File: config.mk
export PLATFORM = sky130hd
export DESIGN_NAME = match_based_pwm_unit
export DESIGN_NICKNAME = d
export VERILOG_FILES = /design/src/pwm_pkg.sv /design/src/match_based_pwm_unit.sv
export VERILOG_INCLUDE_DIRS = /design/src
export SDC_FILE = /design/constraint.sdc
export NUM_CORES = 2
export LEC_CHECK = 0
export ABC_CLOCK_PERIOD_IN_PS = 2310
export BUFFER_PORTS_ARGS = -buffer_cell sky130_fd_sc_hd__buf_2
export CAP_MARGIN = 20
export CORE_ASPECT_RATIO = 1.4
export CORE_MARGIN = 2
export CORE_UTILIZATION = 34
export DETAILED_ROUTE_END_ITERATION = 16
export PLACE_DENSITY = 0.59
export SETUP_SLACK_MARGIN = 0.4
export SYNTH_ARGS = -nofsm -noshare
export SYNTH_HDL_FRONTEND = slang
export SYNTH_SLANG_ARGS = --single-unit
File: constraint.sdc
create_clock -name pclk -period 2.31 [get_ports pclk]
set_input_delay 0.693 -clock pclk [delete_from_list [all_inputs] [get_ports pclk]]
set_output_delay 0.693 -clock pclk [all_outputs]
set_load 0.02 [all_outputs]
File: src/pwm_cfg.svh
`ifndef PWM_CFG_SVH
`define PWM_CFG_SVH
// Register byte offsets
`define OFF_STATUS 8'h00
`define OFF_CTRL 8'h04
`define OFF_COUNT 8'h08
`define OFF_PRESC 8'h0C
`define OFF_PCNT 8'h10
`define OFF_MCTL 8'h14
`define OFF_MATCH0 8'h18
`define OFF_MATCH_LAST 8'h30
`define OFF_PWMCTL 8'h34
`define OFF_RELEASE 8'h38
`define OFF_MASK 8'h3C
// Control register bits
`define CTRL_EN 0
`define CTRL_RST 1
`define CTRL_PWM 3
// Match control: three bits per match register
`define MCTL_W 3
`define MCTL_IRQ 0
`define MCTL_RST 1
`define MCTL_STOP 2
// PWM control: enable of output n sits at this bit plus n
`define PWMCTL_OE 8
// Reset values
`define RST_ZERO 32'h0
`endif

File: src/pwm_pkg.sv
package pwm_pkg;
   typedef struct packed {
      logic pwm_en;
      logic cnt_rst;
      logic cnt_en;
   } ctrl_s;
   typedef struct packed {
      logic psel;
      logic penable;
      logic pwrite;
      logic [7:0] paddr;
      logic [31:0] pwdata;
   } apb_req_s;
endpackage

File: src/match_based_pwm_unit.sv
`timescale 1ns/1ps
`include "pwm_cfg.svh"
module match_based_pwm_unit #(
   parameter int W = 32,
   parameter int NM = 7,
   parameter int NO = NM - 1
) (
   input wire logic pclk,
   input wire logic presetn,
   input wire pwm_pkg::apb_req_s apb_req,
   output logic [31:0] prdata,
   output logic pready,
   output logic pslverr,
   output logic irq,
   output logic [NO:1] pwm_out
);
   pwm_pkg::ctrl_s ctrl_q;
   logic [W-1:0] tc_q;
   logic [W-1:0] pc_q;
   logic [W-1:0] pr_q;
   logic [`MCTL_W*NM-1:0] mctl_q;
   logic [NM-1:0] status_q;
   logic [NM-1:0] mask_q;
   logic [NM-1:0] latch_q;
   logic [NO:2] dbl_q;
   logic [NO:1] oe_q;
   logic [NO:1] lvl_q;
   logic [31:0] rdata_q;
   logic err_q;
   logic [W-1:0] shadow_q [NM];
   logic [W-1:0] active_q [NM];
   logic [NM-1:0] hit;
   logic [NM-1:0] hit_rst;
   logic [NM-1:0] hit_stop;
   logic [NM-1:0] hit_irq;
   logic tick;
   logic any_rst;
   logic any_stop;
   logic cyc_rst;
   logic wr;
   logic rd_setup;
   logic in_m;
   logic [7:0] mofs;
   logic [2:0] midx;
   logic [31:0] rdata_d;
   logic err_d;

   // Bus strobes and match window decode
   assign wr = apb_req.psel & apb_req.penable & apb_req.pwrite;
   assign rd_setup = apb_req.psel & ~apb_req.penable;
   assign in_m = (apb_req.paddr >= `OFF_MATCH0)
      && (apb_req.paddr <= `OFF_MATCH_LAST)
      && (apb_req.paddr[1:0] == 2'h0);
   assign mofs = apb_req.paddr - `OFF_MATCH0;
   assign midx = mofs[4:2];
   assign pready = 1'b1;
   assign prdata = rdata_q;
   assign pslverr = err_q;

   // Prescale wrap strobe
   assign tick = ctrl_q.cnt_en & ~ctrl_q.cnt_rst & (pc_q == pr_q);
   assign any_rst = |hit_rst;
   assign any_stop = |hit_stop;
   assign cyc_rst = hit_rst[0];

   // Per match compare, shadow and active value
   genvar k;
   generate
      for (k = 0; k < NM; k++)
      begin : g_match
         logic sel_k;
         assign sel_k = in_m && (midx == 3'(k));
         assign hit[k] = tick & (tc_q == active_q[k]);
         // Cycle match always resets in PWM mode
         if (k == 0)
         begin : g_cyc
            assign hit_rst[k] = hit[k]
               & (mctl_q[`MCTL_RST] | ctrl_q.pwm_en);
         end
         else
         begin : g_oth
            assign hit_rst[k] = hit[k]
               & mctl_q[`MCTL_W*k+`MCTL_RST];
         end
         assign hit_stop[k] = hit[k] & mctl_q[`MCTL_W*k+`MCTL_STOP];
         assign hit_irq[k] = hit[k] & mctl_q[`MCTL_W*k+`MCTL_IRQ];

         // Software copy of the match value
         always_ff @(posedge pclk or negedge presetn)
         begin
            if (!presetn)
               shadow_q[k] <= W'(`RST_ZERO);
            else if (wr && sel_k)
               shadow_q[k] <= W'(apb_req.pwdata);
         end

         // Compared value: direct in timer mode, released in PWM mode
         always_ff @(posedge pclk or negedge presetn)
         begin
            if (!presetn)
               active_q[k] <= W'(`RST_ZERO);
            else if (!ctrl_q.pwm_en && wr && sel_k)
               active_q[k] <= W'(apb_req.pwdata);
            else if (ctrl_q.pwm_en && cyc_rst && latch_q[k])
               active_q[k] <= shadow_q[k];
         end
      end
   endgenerate

   // Control register; a stop match beats a software write
   always_ff @(posedge pclk or negedge presetn)
   begin
      if (!presetn)
         ctrl_q <= '0;
      else
      begin
         if (wr && apb_req.paddr == `OFF_CTRL)
         begin
            ctrl_q.cnt_en <= apb_req.pwdata[`CTRL_EN];
            ctrl_q.cnt_rst <= apb_req.pwdata[`CTRL_RST];
            ctrl_q.pwm_en <= apb_req.pwdata[`CTRL_PWM];
         end
         if (any_stop)
            ctrl_q.cnt_en <= 1'b0;
      end
   end

   // Prescale counter
   always_ff @(posedge pclk or negedge presetn)
   begin
      if (!presetn)
         pc_q <= W'(`RST_ZERO);
      else if (ctrl_q.cnt_rst || tick)
         pc_q <= W'(`RST_ZERO);
      else if (ctrl_q.cnt_en)
         pc_q <= pc_q + W'(1);
   end

   // Main counter
   always_ff @(posedge pclk or negedge presetn)
   begin
      if (!presetn)
         tc_q <= W'(`RST_ZERO);
      else if (ctrl_q.cnt_rst)
         tc_q <= W'(`RST_ZERO);
      else if (wr && apb_req.paddr == `OFF_COUNT)
         tc_q <= W'(apb_req.pwdata);
      else if (any_rst)
         tc_q <= W'(`RST_ZERO);
      else if (tick)
         tc_q <= tc_q + W'(1);
   end

   // Prescale limit, match actions, PWM control, mask
   always_ff @(posedge pclk or negedge presetn)
   begin
      if (!presetn)
      begin
         pr_q <= W'(`RST_ZERO);
         mctl_q <= '0;
         dbl_q <= '0;
         oe_q <= '0;
         mask_q <= '0;
      end
      else if (wr)
      begin
         if (apb_req.paddr == `OFF_PRESC)
            pr_q <= W'(apb_req.pwdata);
         if (apb_req.paddr == `OFF_MCTL)
            mctl_q <= apb_req.pwdata[`MCTL_W*NM-1:0];
         if (apb_req.paddr == `OFF_PWMCTL)
         begin
            dbl_q <= apb_req.pwdata[NO:2];
            oe_q <= apb_req.pwdata[`PWMCTL_OE+NO:`PWMCTL_OE+1];
         end
         if (apb_req.paddr == `OFF_MASK)
            mask_q <= apb_req.pwdata[NM-1:0];
      end
   end

   // Release bits; a fresh release beats the clear at cycle end
   always_ff @(posedge pclk or negedge presetn)
   begin
      if (!presetn)
         latch_q <= '0;
      else if (wr && apb_req.paddr == `OFF_RELEASE)
         latch_q <= latch_q | apb_req.pwdata[NM-1:0];
      else if (ctrl_q.pwm_en && cyc_rst)
         latch_q <= '0;
   end

   // Sticky match flags, write one to clear, set wins
   always_ff @(posedge pclk or negedge presetn)
   begin
      if (!presetn)
         status_q <= '0;
      else if (wr && apb_req.paddr == `OFF_STATUS)
         status_q <= (status_q & ~apb_req.pwdata[NM-1:0]) | hit_irq;
      else
         status_q <= status_q | hit_irq;
   end

   assign irq = |(status_q & mask_q);

   // Output levels; fall wins over rise, single edge outputs rise on the cycle match
   genvar n;
   generate
      for (n = 1; n <= NO; n++)
      begin : g_out
         logic set_n;
         if (n == 1)
         begin : g_single
            assign set_n = hit[0];
         end
         else
         begin : g_sel
            assign set_n = dbl_q[n] ? hit[n-1] : hit[0];
         end
         always_ff @(posedge pclk or negedge presetn)
         begin
            if (!presetn)
               lvl_q[n] <= 1'b0;
            else if (!ctrl_q.pwm_en)
               lvl_q[n] <= 1'b0;
            else if (hit[n])
               lvl_q[n] <= 1'b0;
            else if (set_n)
               lvl_q[n] <= 1'b1;
         end
      end
   endgenerate

   // Only PWM levels reach pins
   assign pwm_out = lvl_q & oe_q;

   // Read mux, sampled in the setup cycle
   always_comb
   begin
      rdata_d = 32'h0;
      err_d = 1'b0;
      if (in_m)
         rdata_d = 32'(shadow_q[midx]);
      else
      begin
         unique case (apb_req.paddr)
            `OFF_STATUS: rdata_d = 32'(status_q);
            `OFF_CTRL: rdata_d = {28'h0, ctrl_q.pwm_en, 1'b0,
               ctrl_q.cnt_rst, ctrl_q.cnt_en};
            `OFF_COUNT: rdata_d = 32'(tc_q);
            `OFF_PRESC: rdata_d = 32'(pr_q);
            `OFF_PCNT: rdata_d = 32'(pc_q);
            `OFF_MCTL: rdata_d = 32'(mctl_q);
            `OFF_PWMCTL: rdata_d = 32'({oe_q, 2'h0, dbl_q, 2'h0});
            `OFF_RELEASE: rdata_d = 32'(latch_q);
            `OFF_MASK: rdata_d = 32'(mask_q);
            default: err_d = 1'b1;
         endcase
      end
   end

   // Registered read data and error
   always_ff @(posedge pclk or negedge presetn)
   begin
      if (!presetn)
      begin
         rdata_q <= `RST_ZERO;
         err_q <= 1'b0;
      end
      else if (rd_setup)
      begin
         rdata_q <= apb_req.pwrite ? 32'h0 : rdata_d;
         err_q <= err_d;
      end
   end

   property p_presc_wrap;
      @(posedge pclk) disable iff (!presetn)
      (ctrl_q.cnt_en && !ctrl_q.cnt_rst && pc_q == pr_q)
      |=> pc_q == W'(0);
   endproperty
   a_presc_wrap: assert property (p_presc_wrap)
      else $error("prescaler did not wrap");

   property p_tc_step;
      @(posedge pclk) disable iff (!presetn)
      (tick && !any_rst && !ctrl_q.cnt_rst && !wr)
      |=> tc_q == $past(tc_q) + W'(1);
   endproperty
   a_tc_step: assert property (p_tc_step)
      else $error("counter did not step on prescale wrap");

   property p_cycle_rst;
      @(posedge pclk) disable iff (!presetn)
      (ctrl_q.pwm_en && hit[0] && !wr) |=> tc_q == W'(0);
   endproperty
   a_cycle_rst: assert property (p_cycle_rst)
      else $error("cycle match did not reset counter");

   property p_rise;
      @(posedge pclk) disable iff (!presetn)
      (ctrl_q.pwm_en && hit[0] && !hit[1]) |=> lvl_q[1];
   endproperty
   a_rise: assert property (p_rise)
      else $error("single edge output missed rising edge");

   property p_fall_wins;
      @(posedge pclk) disable iff (!presetn)
      (hit[0] && hit[1]) |=> !lvl_q[1];
   endproperty
   a_fall_wins: assert property (p_fall_wins)
      else $error("coinciding edges did not resolve low");

   property p_const_low;
      @(posedge pclk) disable iff (!presetn)
      (!lvl_q[1] && active_q[1] == active_q[0]) |=> !lvl_q[1];
   endproperty
   a_const_low: assert property (p_const_low)
      else $error("constant low output rose");

   property p_dbl;
      @(posedge pclk) disable iff (!presetn)
      (ctrl_q.pwm_en && dbl_q[2] && hit[1] && !hit[2])
      |=> lvl_q[2] ##1 (lvl_q[2] || $past(hit[2]) || !ctrl_q.pwm_en);
   endproperty
   a_dbl: assert property (p_dbl)
      else $error("double edge output missed rising match");

   property p_timer_mode;
      @(posedge pclk) disable iff (!presetn)
      !ctrl_q.pwm_en |=> lvl_q == '0;
   endproperty
   a_timer_mode: assert property (p_timer_mode)
      else $error("waveform driven in timer mode");

   property p_hold;
      @(posedge pclk) disable iff (!presetn)
      (ctrl_q.pwm_en && !latch_q[1]) |=> $stable(active_q[1]);
   endproperty
   a_hold: assert property (p_hold)
      else $error("unreleased match value took effect");

   property p_apply;
      @(posedge pclk) disable iff (!presetn)
      (ctrl_q.pwm_en && cyc_rst && latch_q[1])
      |=> active_q[1] == $past(shadow_q[1]);
   endproperty
   a_apply: assert property (p_apply)
      else $error("released value not loaded at cycle end");

   property p_stop;
      @(posedge pclk) disable iff (!presetn)
      any_stop |=> !ctrl_q.cnt_en
         ##1 ($stable(tc_q) || $past(wr) || $past(ctrl_q.cnt_rst));
   endproperty
   a_stop: assert property (p_stop)
      else $error("stop match did not halt counter");

   property p_irq;
      @(posedge pclk) disable iff (!presetn)
      (|(hit_irq & mask_q)) |=> irq;
   endproperty
   a_irq: assert property (p_irq)
      else $error("masked-in match did not raise interrupt");
endmodule

# [Word level (Yosys, flattened, before mapping)]
# Cells that the tools add are included.
[classes] muxes=56 bitwise=44 n_addsub=3 eq_ne=28 order_cmp=3 reduce_logical=60
[op_table] op="32-bit two-way mux" n=24
[op_table] op="32-bit one-hot mux with 9 select lines" n=1
[op_table] op="32-bit equality test" n=8
[op_table] op="32-bit binary-select mux with 3-bit select" n=1
[op_table] op="32-bit by 1-bit adder with 32-bit output, second input constant" n=2
[op_table] op="1-bit logical AND" n=36
[op_table] op="1-bit bitwise AND" n=33
[op_table] op="1-bit two-way mux" n=27
[op_table] op="8-bit by 6-bit equality test with 1-bit output, second input constant" n=3
[op_table] op="7-bit two-way mux" n=3
[op_table] op="7-bit OR" n=3
[op_table] op="7-bit OR reduction" n=3
[op_table] op="2-bit nonzero test" n=10
[op_table] op="3-bit by 1-bit inequality test with 1-bit output, second input constant" n=6
[op_table] op="8-bit by 4-bit equality test with 1-bit output, second input constant" n=2
[op_table] op="8-bit by 5-bit equality test with 1-bit output, second input constant" n=2
[op_table] op="7-bit bitwise AND" n=2
[op_table] op="3-bit equality test, second input constant" n=3
[op_table] op="9-bit OR reduction" n=1
[op_table] op="8-bit by 3-bit equality test with 1-bit output, second input constant" n=1
[op_table] op="8-bit by 5-bit greater-or-equal comparator with 1-bit output, second input constant" n=1
[op_table] op="8-bit by 6-bit <= comparator with 1-bit output, second input constant" n=1
[op_table] op="8-bit zero test" n=1
[op_table] op="2-bit AND reduction" n=4
[op_table] op="14 further kinds" n=16
[word_totals] ff_bits=639 out_inout_bits=41 inputBits=45

# [Longest topological paths before layout]
[logic_depth] ltp_word=9 depth_mapped=12 depth_no_buf=9

# [Worst setup path after synthesis]
# Ideal clock, no wire load.
[synth_timing] path_type="input port to flip-flop" startpoint="input apb_req[35] (netlist name)" endpoint="register shadow_q[167] (netlist name)" path_buffers=4 setup_time_ps=125 arrival_ps=2880 setup_slack_ps=-695 stages=9 path_cell_list="buf_2 -> inv_2 -> ha_1 -> clkbuf_1 -> inv_1 -> buf_1 -> nor4_4 -> buf_2 -> mux2_2"
[synth_via] elab_chain_cells=5 word_cells_on_any_way=8
[synth_lines] element="start, declared" line_no="match_based_pwm_unit.sv:10" rtl="input wire pwm_pkg::apb_req_s apb_req,"
[synth_lines] element="8-bit by 5-bit greater-or-equal comparator with 1-bit output (no line) / 8-bit by 6-bit <= comparator with 1-bit output (equally long branches)"
[synth_lines] element="1-bit logical AND (2 in a row)" line_no="match_based_pwm_unit.sv:51" rtl="assign in_m = (apb_req.paddr >= `OFF_MATCH0)"
[synth_lines] element="1-bit logical AND *" line_no="match_based_pwm_unit.sv:72" rtl="assign sel_k = in_m && (midx == 3'(k));"
[synth_lines] element="1-bit logical AND *" line_no="match_based_pwm_unit.sv:93" rtl="else if (wr && sel_k)"
[synth_lines] element="end signal, assigned by index" line_no="match_based_pwm_unit.sv:92" rtl="shadow_q[k] <= W'(`RST_ZERO);"
[synth_lines] element="end signal, assigned by index" line_no="match_based_pwm_unit.sv:94" rtl="shadow_q[k] <= W'(apb_req.pwdata);"
[synth_lines] element="end, declared" line_no="match_based_pwm_unit.sv:30" rtl="logic [W-1:0] shadow_q [NM];"
# Mark *: on every way between the ends. The rest lies on a longest branch, timed or not.
# A chain may end at the register's enable or synchronous reset.

# [Worst setup path after layout]
[layout_timing] startpoint="register tc_q[15]" endpoint="register active_q[206] (netlist name)"
[layout_via] elab_chain_cells=6
[layout_lines] element="start, declared" line_no="match_based_pwm_unit.sv:18" rtl="logic [W-1:0] tc_q;"
[layout_lines] element="start signal, assigned" line_no="match_based_pwm_unit.sv:143" rtl="tc_q <= W'(`RST_ZERO);"
[layout_lines] element="start signal, assigned" line_no="match_based_pwm_unit.sv:145" rtl="tc_q <= W'(`RST_ZERO);"
[layout_lines] element="start signal, assigned" line_no="match_based_pwm_unit.sv:147" rtl="tc_q <= W'(apb_req.pwdata);"
[layout_lines] element="32-bit equality test" line_no="match_based_pwm_unit.sv:73" rtl="assign hit[k] = tick & (tc_q == active_q[k]);"
[layout_lines] element="1-bit bitwise AND" line_no="match_based_pwm_unit.sv:73"
[layout_lines] element="1-bit bitwise AND" line_no="match_based_pwm_unit.sv:77" rtl="assign hit_rst[k] = hit[k]"
[layout_lines] element="1-bit logical AND (2 in a row)" line_no="match_based_pwm_unit.sv:104" rtl="else if (ctrl_q.pwm_en && cyc_rst && latch_q[k])"
[layout_lines] element="2-bit nonzero test (no line)"
[layout_lines] element="end signal, assigned by index" line_no="match_based_pwm_unit.sv:101" rtl="active_q[k] <= W'(`RST_ZERO);"
[layout_lines] element="end signal, assigned by index" line_no="match_based_pwm_unit.sv:103" rtl="active_q[k] <= W'(apb_req.pwdata);"
[layout_lines] element="end signal, assigned by index" line_no="match_based_pwm_unit.sv:105" rtl="active_q[k] <= shadow_q[k];"
[layout_lines] element="end, declared" line_no="match_based_pwm_unit.sv:31" rtl="logic [W-1:0] active_q [NM];"
# Every way passes these cells.

==> results.rst <==
.. list-table::
   :header-rows: 1

   * - Metric
     - Value
   * - Endpoint class of the critical path
     - register
   * - Fraction of registers with async set or reset after synthesis
     - between 90% and 100%
   * - Post-DP HPWL
     - approximately 110,000 um
   * - Die Width
     - around 270 um
   * - Clock latency reported for the late side of the worst-skew pair
     - between 0.6 and 0.7 ns
   * - Mean cell area of the mapped netlist
     - ~11 sq um
   * - Buffers added on ports
     - between 80 and 90
   * - Count of cell types in the netlist
     - 65
   * - Clock input transition at the sequential cells of the worst setup and hold paths
     - about 0.070 ns
   * - Average via count per standard cell
     - approximately 5.7
   * - Largest net degree at the start of global routing
     - 90
   * - Dpl cell area
     - approximately 40,000 sq um
   * - Share of post-route cells with drive strength above 1
     - 39.3%
   * - Post-DR wirelength/cell
     - ~30 um
   * - Net load switching power
     - 7.05 mW
   * - Top library cells by usage in the layout, fill and taps aside
     - 613 x dfrtp_1, 508 x buf_4, 249 x nor2_1, 219 x mux2i_1, 217 x a21oi_1
   * - Placement-stage worst setup slack
     - -0.764 ns
   * - Count of max-cap constraint violations
     - 0
   * - Area grow syn2layout
     - 36.2%
   * - Number of global-route vias before repair
     - 28,248
   * - CTS tree
     - built
   * - Clock net sink count
     - ~640
   * - Initial antenna violation count
     - 9
   * - Synth warnings
     - 0
   * - Clock network fraction of total power
     - a little over two fifths
   * - Final core area utilization
     - between 40% and 50%
   * - Cell internal power dissipation
     - approximately 19 mW
   * - Worst max-slew margin expressed relative to the limit
     - 39.9%
   * - Violations in the final reports
     - negative setup slack
   * - Data arrival at the endpoint of the critical path
     - between 3 and 4 ns
   * - Detailed-router iteration count before antenna repair
     - 5
   * - Post-Syn Instances
     - 3,026
   * - Area of the die
     - 99,900 sq um
   * - Number of vias in the routed layout
     - between 20,000 and 30,000
   * - Final Hold Vio Count
     - 0
   * - RSZ-0062 raised after global routing
     - yes
   * - Layout Nets
     - roughly 3,700
   * - Worst setup slack after layout
     - -0.555 ns
   * - Share of the clock period used by the worst path after layout
     - 124%
   * - Data required time of the critical path
     - about 2.8 ns
   * - Register bit total from synthesis
     - approximately 640
   * - Max-slew violation total from the final report
     - 0
   * - Worst slew pin tran
     - roughly 0.9 ns
   * - Fin Clk Skew
     - 0.0232 ns
   * - Share of the yosys chip area belonging to registers
     - 48.3%
   * - CP startpoint kind
     - register
   * - Cell leakage power
     - between 20 and 25 nW
   * - Clk root buf
     - clkbuf_16
   * - Starting DRC count in detailed routing
     - 3,132
   * - Result of the run
     - complete, but fails checks
   * - All-layer global routing usage
     - between 20% and 30%
   * - CORE AREA
     - about 97,000 sq um
   * - Synth Net Count
     - between 3,000 and 4,000
   * - Total routed wirelength
     - between 100,000 and 150,000 um
   * - Commonest non-fill, non-tap cell in the layout
     - dfrtp_1
   * - Worst hold slack across all endpoints
     - around 0.45 ns
   * - CTS Buf Count
     - between 60 and 70
   * - Fin crit period
     - around 2.9 ns
   * - Antenna violation net count after detailed routing
     - 0
   * - Remaining global-route overflow
     - 0
   * - Maximum fanout along the worst path
     - 9
   * - Max Fclk
     - between 300 and 400 MHz
   * - Number of flops mapped to enable cells by yosys
     - 0
   * - Initial cell density of the core
     - approximately 34%
   * - Predominant post-synthesis flop cell
     - dfrtp_1
   * - Path category of the worst min-delay check
     - input pin to register
   * - Last weighted congestion value of the routability-driven placer
     - between 1 and 1.5
   * - Fraction of power consumed by sequential logic
     - 44.5%
   * - Power density over the cells
     - slightly below 600 nW/um^2
   * - Critical path start-end classification
     - register to register
   * - Max Buffers Root-to-Sink
     - 3
   * - Post-route cell area
     - around 45,000 sq um
   * - Standard-cell rows
     - between 100 and 150
   * - Top-level I/O count
     - between 80 and 90
   * - Switching share of power
     - a little over a quarter
   * - Worst ir drop on vdd
     - about 540 uV
   * - Remaining routing DRC violations
     - 0
   * - Count of H-tree levels built during CTS
     - 3
   * - Die height
     - 373 um
   * - Global-route wire length before repair
     - just over 200,000 um
   * - Setup-failing EPs final
     - roughly 320
   * - Post-synthesis cell area
     - ~33,000 sq um
   * - Fraction of power consumed by combinational cells
     - 12.8%
-- layer usage --
layer | vias up | part of all wire, % | track usage (%) | wire length, um
li1 | 12018 | - | - | -
met1 | 14415 | 35 | 32.7 | 51800
met2 | 1385 | 47 | 46.9 | 69300
met3 | 544 | 6.7 | 5.03 | 9740
met4 | 12 | 10 | 24.2 | 15200
met5 | - | 0.051 | 0 | 75
-- Yosys cell counts, types with 7 or more instances --
cell type | n | area, sq um
and3_1 | 19 | 119
a221oi_1 | 7 | 61.3
a22oi_1 | 35 | 263
nor4_1 | 65 | 407
and2_1 | 16 | 100
o22a_1 | 19 | 166
a222oi_1 | 9 | 90.1
a31oi_1 | 16 | 100
a32oi_1 | 19 | 166
xnor2_1 | 74 | 648
mux2_2 | 296 | 3330
a21o_1 | 11 | 82.6
o21ai_0 | 86 | 430
mux2i_1 | 234 | 2340
nor2_1 | 265 | 995
nor3_1 | 29 | 145
mux4_2 | 30 | 676
nand2_1 | 129 | 484
a22o_1 | 31 | 272
o21a_1 | 21 | 158
buf_2 | 82 | 410
clkbuf_1 | 129 | 484
buf_1 | 36 | 135
inv_1 | 25 | 93.8
o211ai_1 | 42 | 315
nand4_1 | 54 | 338
nand3_1 | 61 | 305
a21oi_1 | 232 | 1160
xor2_1 | 226 | 1980
dfrtp_1 | 639 | 16000
-- sequential cells by signal (all words and copies together) (netlist names) --
| signal | count |
|---|---|
| ctrl_q | 3 |
| active_q | 224 |
| prdata | 32 |
| mask_q | 7 |
| tc_q | 32 |
| shadow_q | 224 |
| pslverr | 1 |
| latch_q | 7 |
| oe_q | 6 |
| status_q | 7 |
| dbl_q | 5 |
| pr_q | 32 |
| mctl_q | 21 |
| lvl_q | 6 |
| pc_q | 32 |
-- final timing paths --
kind | from | end | slack, ns | depth (start not counted)
worst max register to register | tc_q[15]$_DFFE_PN0P_ | active_q[206]$_DFFE_PN0P_ | -0.55 | 13
worst min register to register | prdata[13]$_DFFE_PN0P_ | prdata[13]$_DFFE_PN0P_ | 0.47 | 1
worst max-delay path | tc_q[15]$_DFFE_PN0P_ | active_q[206]$_DFFE_PN0P_ | -0.55 | 13
worst min-delay path | apb_req[40] | prdata[31]$_DFFE_PN0P_ | 0.45 | 4
min in group asynchronous | presetn | tc_q[14]$_DFFE_PN0P_ | 0.53 | 2
max in group asynchronous | presetn | active_q[161]$_DFFE_PN0P_ | 0.93 | 3
-- layout make-up --
| class | instances | area, sq um |
|---|---|---|
| Fill cell | 8807 | 51500 |
| Multi-Input combinational cell | 2107 | 17700 |
| Sequential cell | 639 | 16000 |
| Timing Repair Buffer | 771 | 7390 |
| Clock buffer | 104 | 2050 |
| Tap cell | 1301 | 1630 |
| Clock inverter | 14 | 133 |
| Inverter | 27 | 109 |
| Antenna cell | 1 | 2.50 |
-- worst max-delay path, cell delays in order (launching register included) --
cell     delay [ns]
dfrtp_2        0.52
xor2_4         0.20
nor4_4         0.31
buf_4          0.15
nand4_1        0.17
buf_4          0.21
nor2_4         0.13
buf_6          0.15
nand4_1        0.12
buf_6          0.17
buf_12         0.16
buf_12         0.16
mux2i_2        0.18
a21oi_1        0.09
-- what timing repair did --
action,4_1_cts,5_1_grt
setup buffers,31,24
hold buffers,1,0
gates resized for setup,141,189
hold endpoints to repair,23,0
pin swaps,147,108
endpoints found under the setup margin,676,667
cloned,10,6
-- power by group through the flow --
stage | Sequential (mW) | Combinational (mW) | Clock (mW)
after floorplan | 11.7 | 1.13 | 0
after global placement | 11.8 | 2.96 | 0
after detailed placement | 11.8 | 2.98 | 0
after CTS | 11.6 | 3.09 | 11.2
after global routing | 11.6 | 3.45 | 11.7
final | 11.6 | 3.35 | 11.1
-- cells by family (layout without fill, tap and decap cells) --
logic type / Yosys count / count (layout) / share of synthesized area [%]
DFF: 639 / 639 / 48.3
buffers and inverters: 280 / 916 / 3.55
adders and majority gates: 3 / 3 / 0.113
xor gates and xnor gates: 300 / 300 / 7.94
other: 1 / 2 / 0.0113
muxes: 566 / 566 / 19.4
and+or+nand+nor: 678 / 678 / 9.92
AOI/OAI and AO/OA: 559 / 559 / 10.8
-- per-stage QoR --
| stage | TNS (ns) | total power [mW] | cells |
|---|---|---|---|
| after global routing | -136.05 | 26.7 | 4963 |
| after CTS | -92.39 | 25.9 | 4933 |
| after global placement | -345.24 | 14.7 | 4773 |
| final | -118.37 | 26.1 | 4964 |
| after detailed placement | -358.29 | 14.8 | 4773 |
| after floorplan | -176.64 | 12.8 | 3026 |
Note: power is estimated with default switching activity, not from simulation.
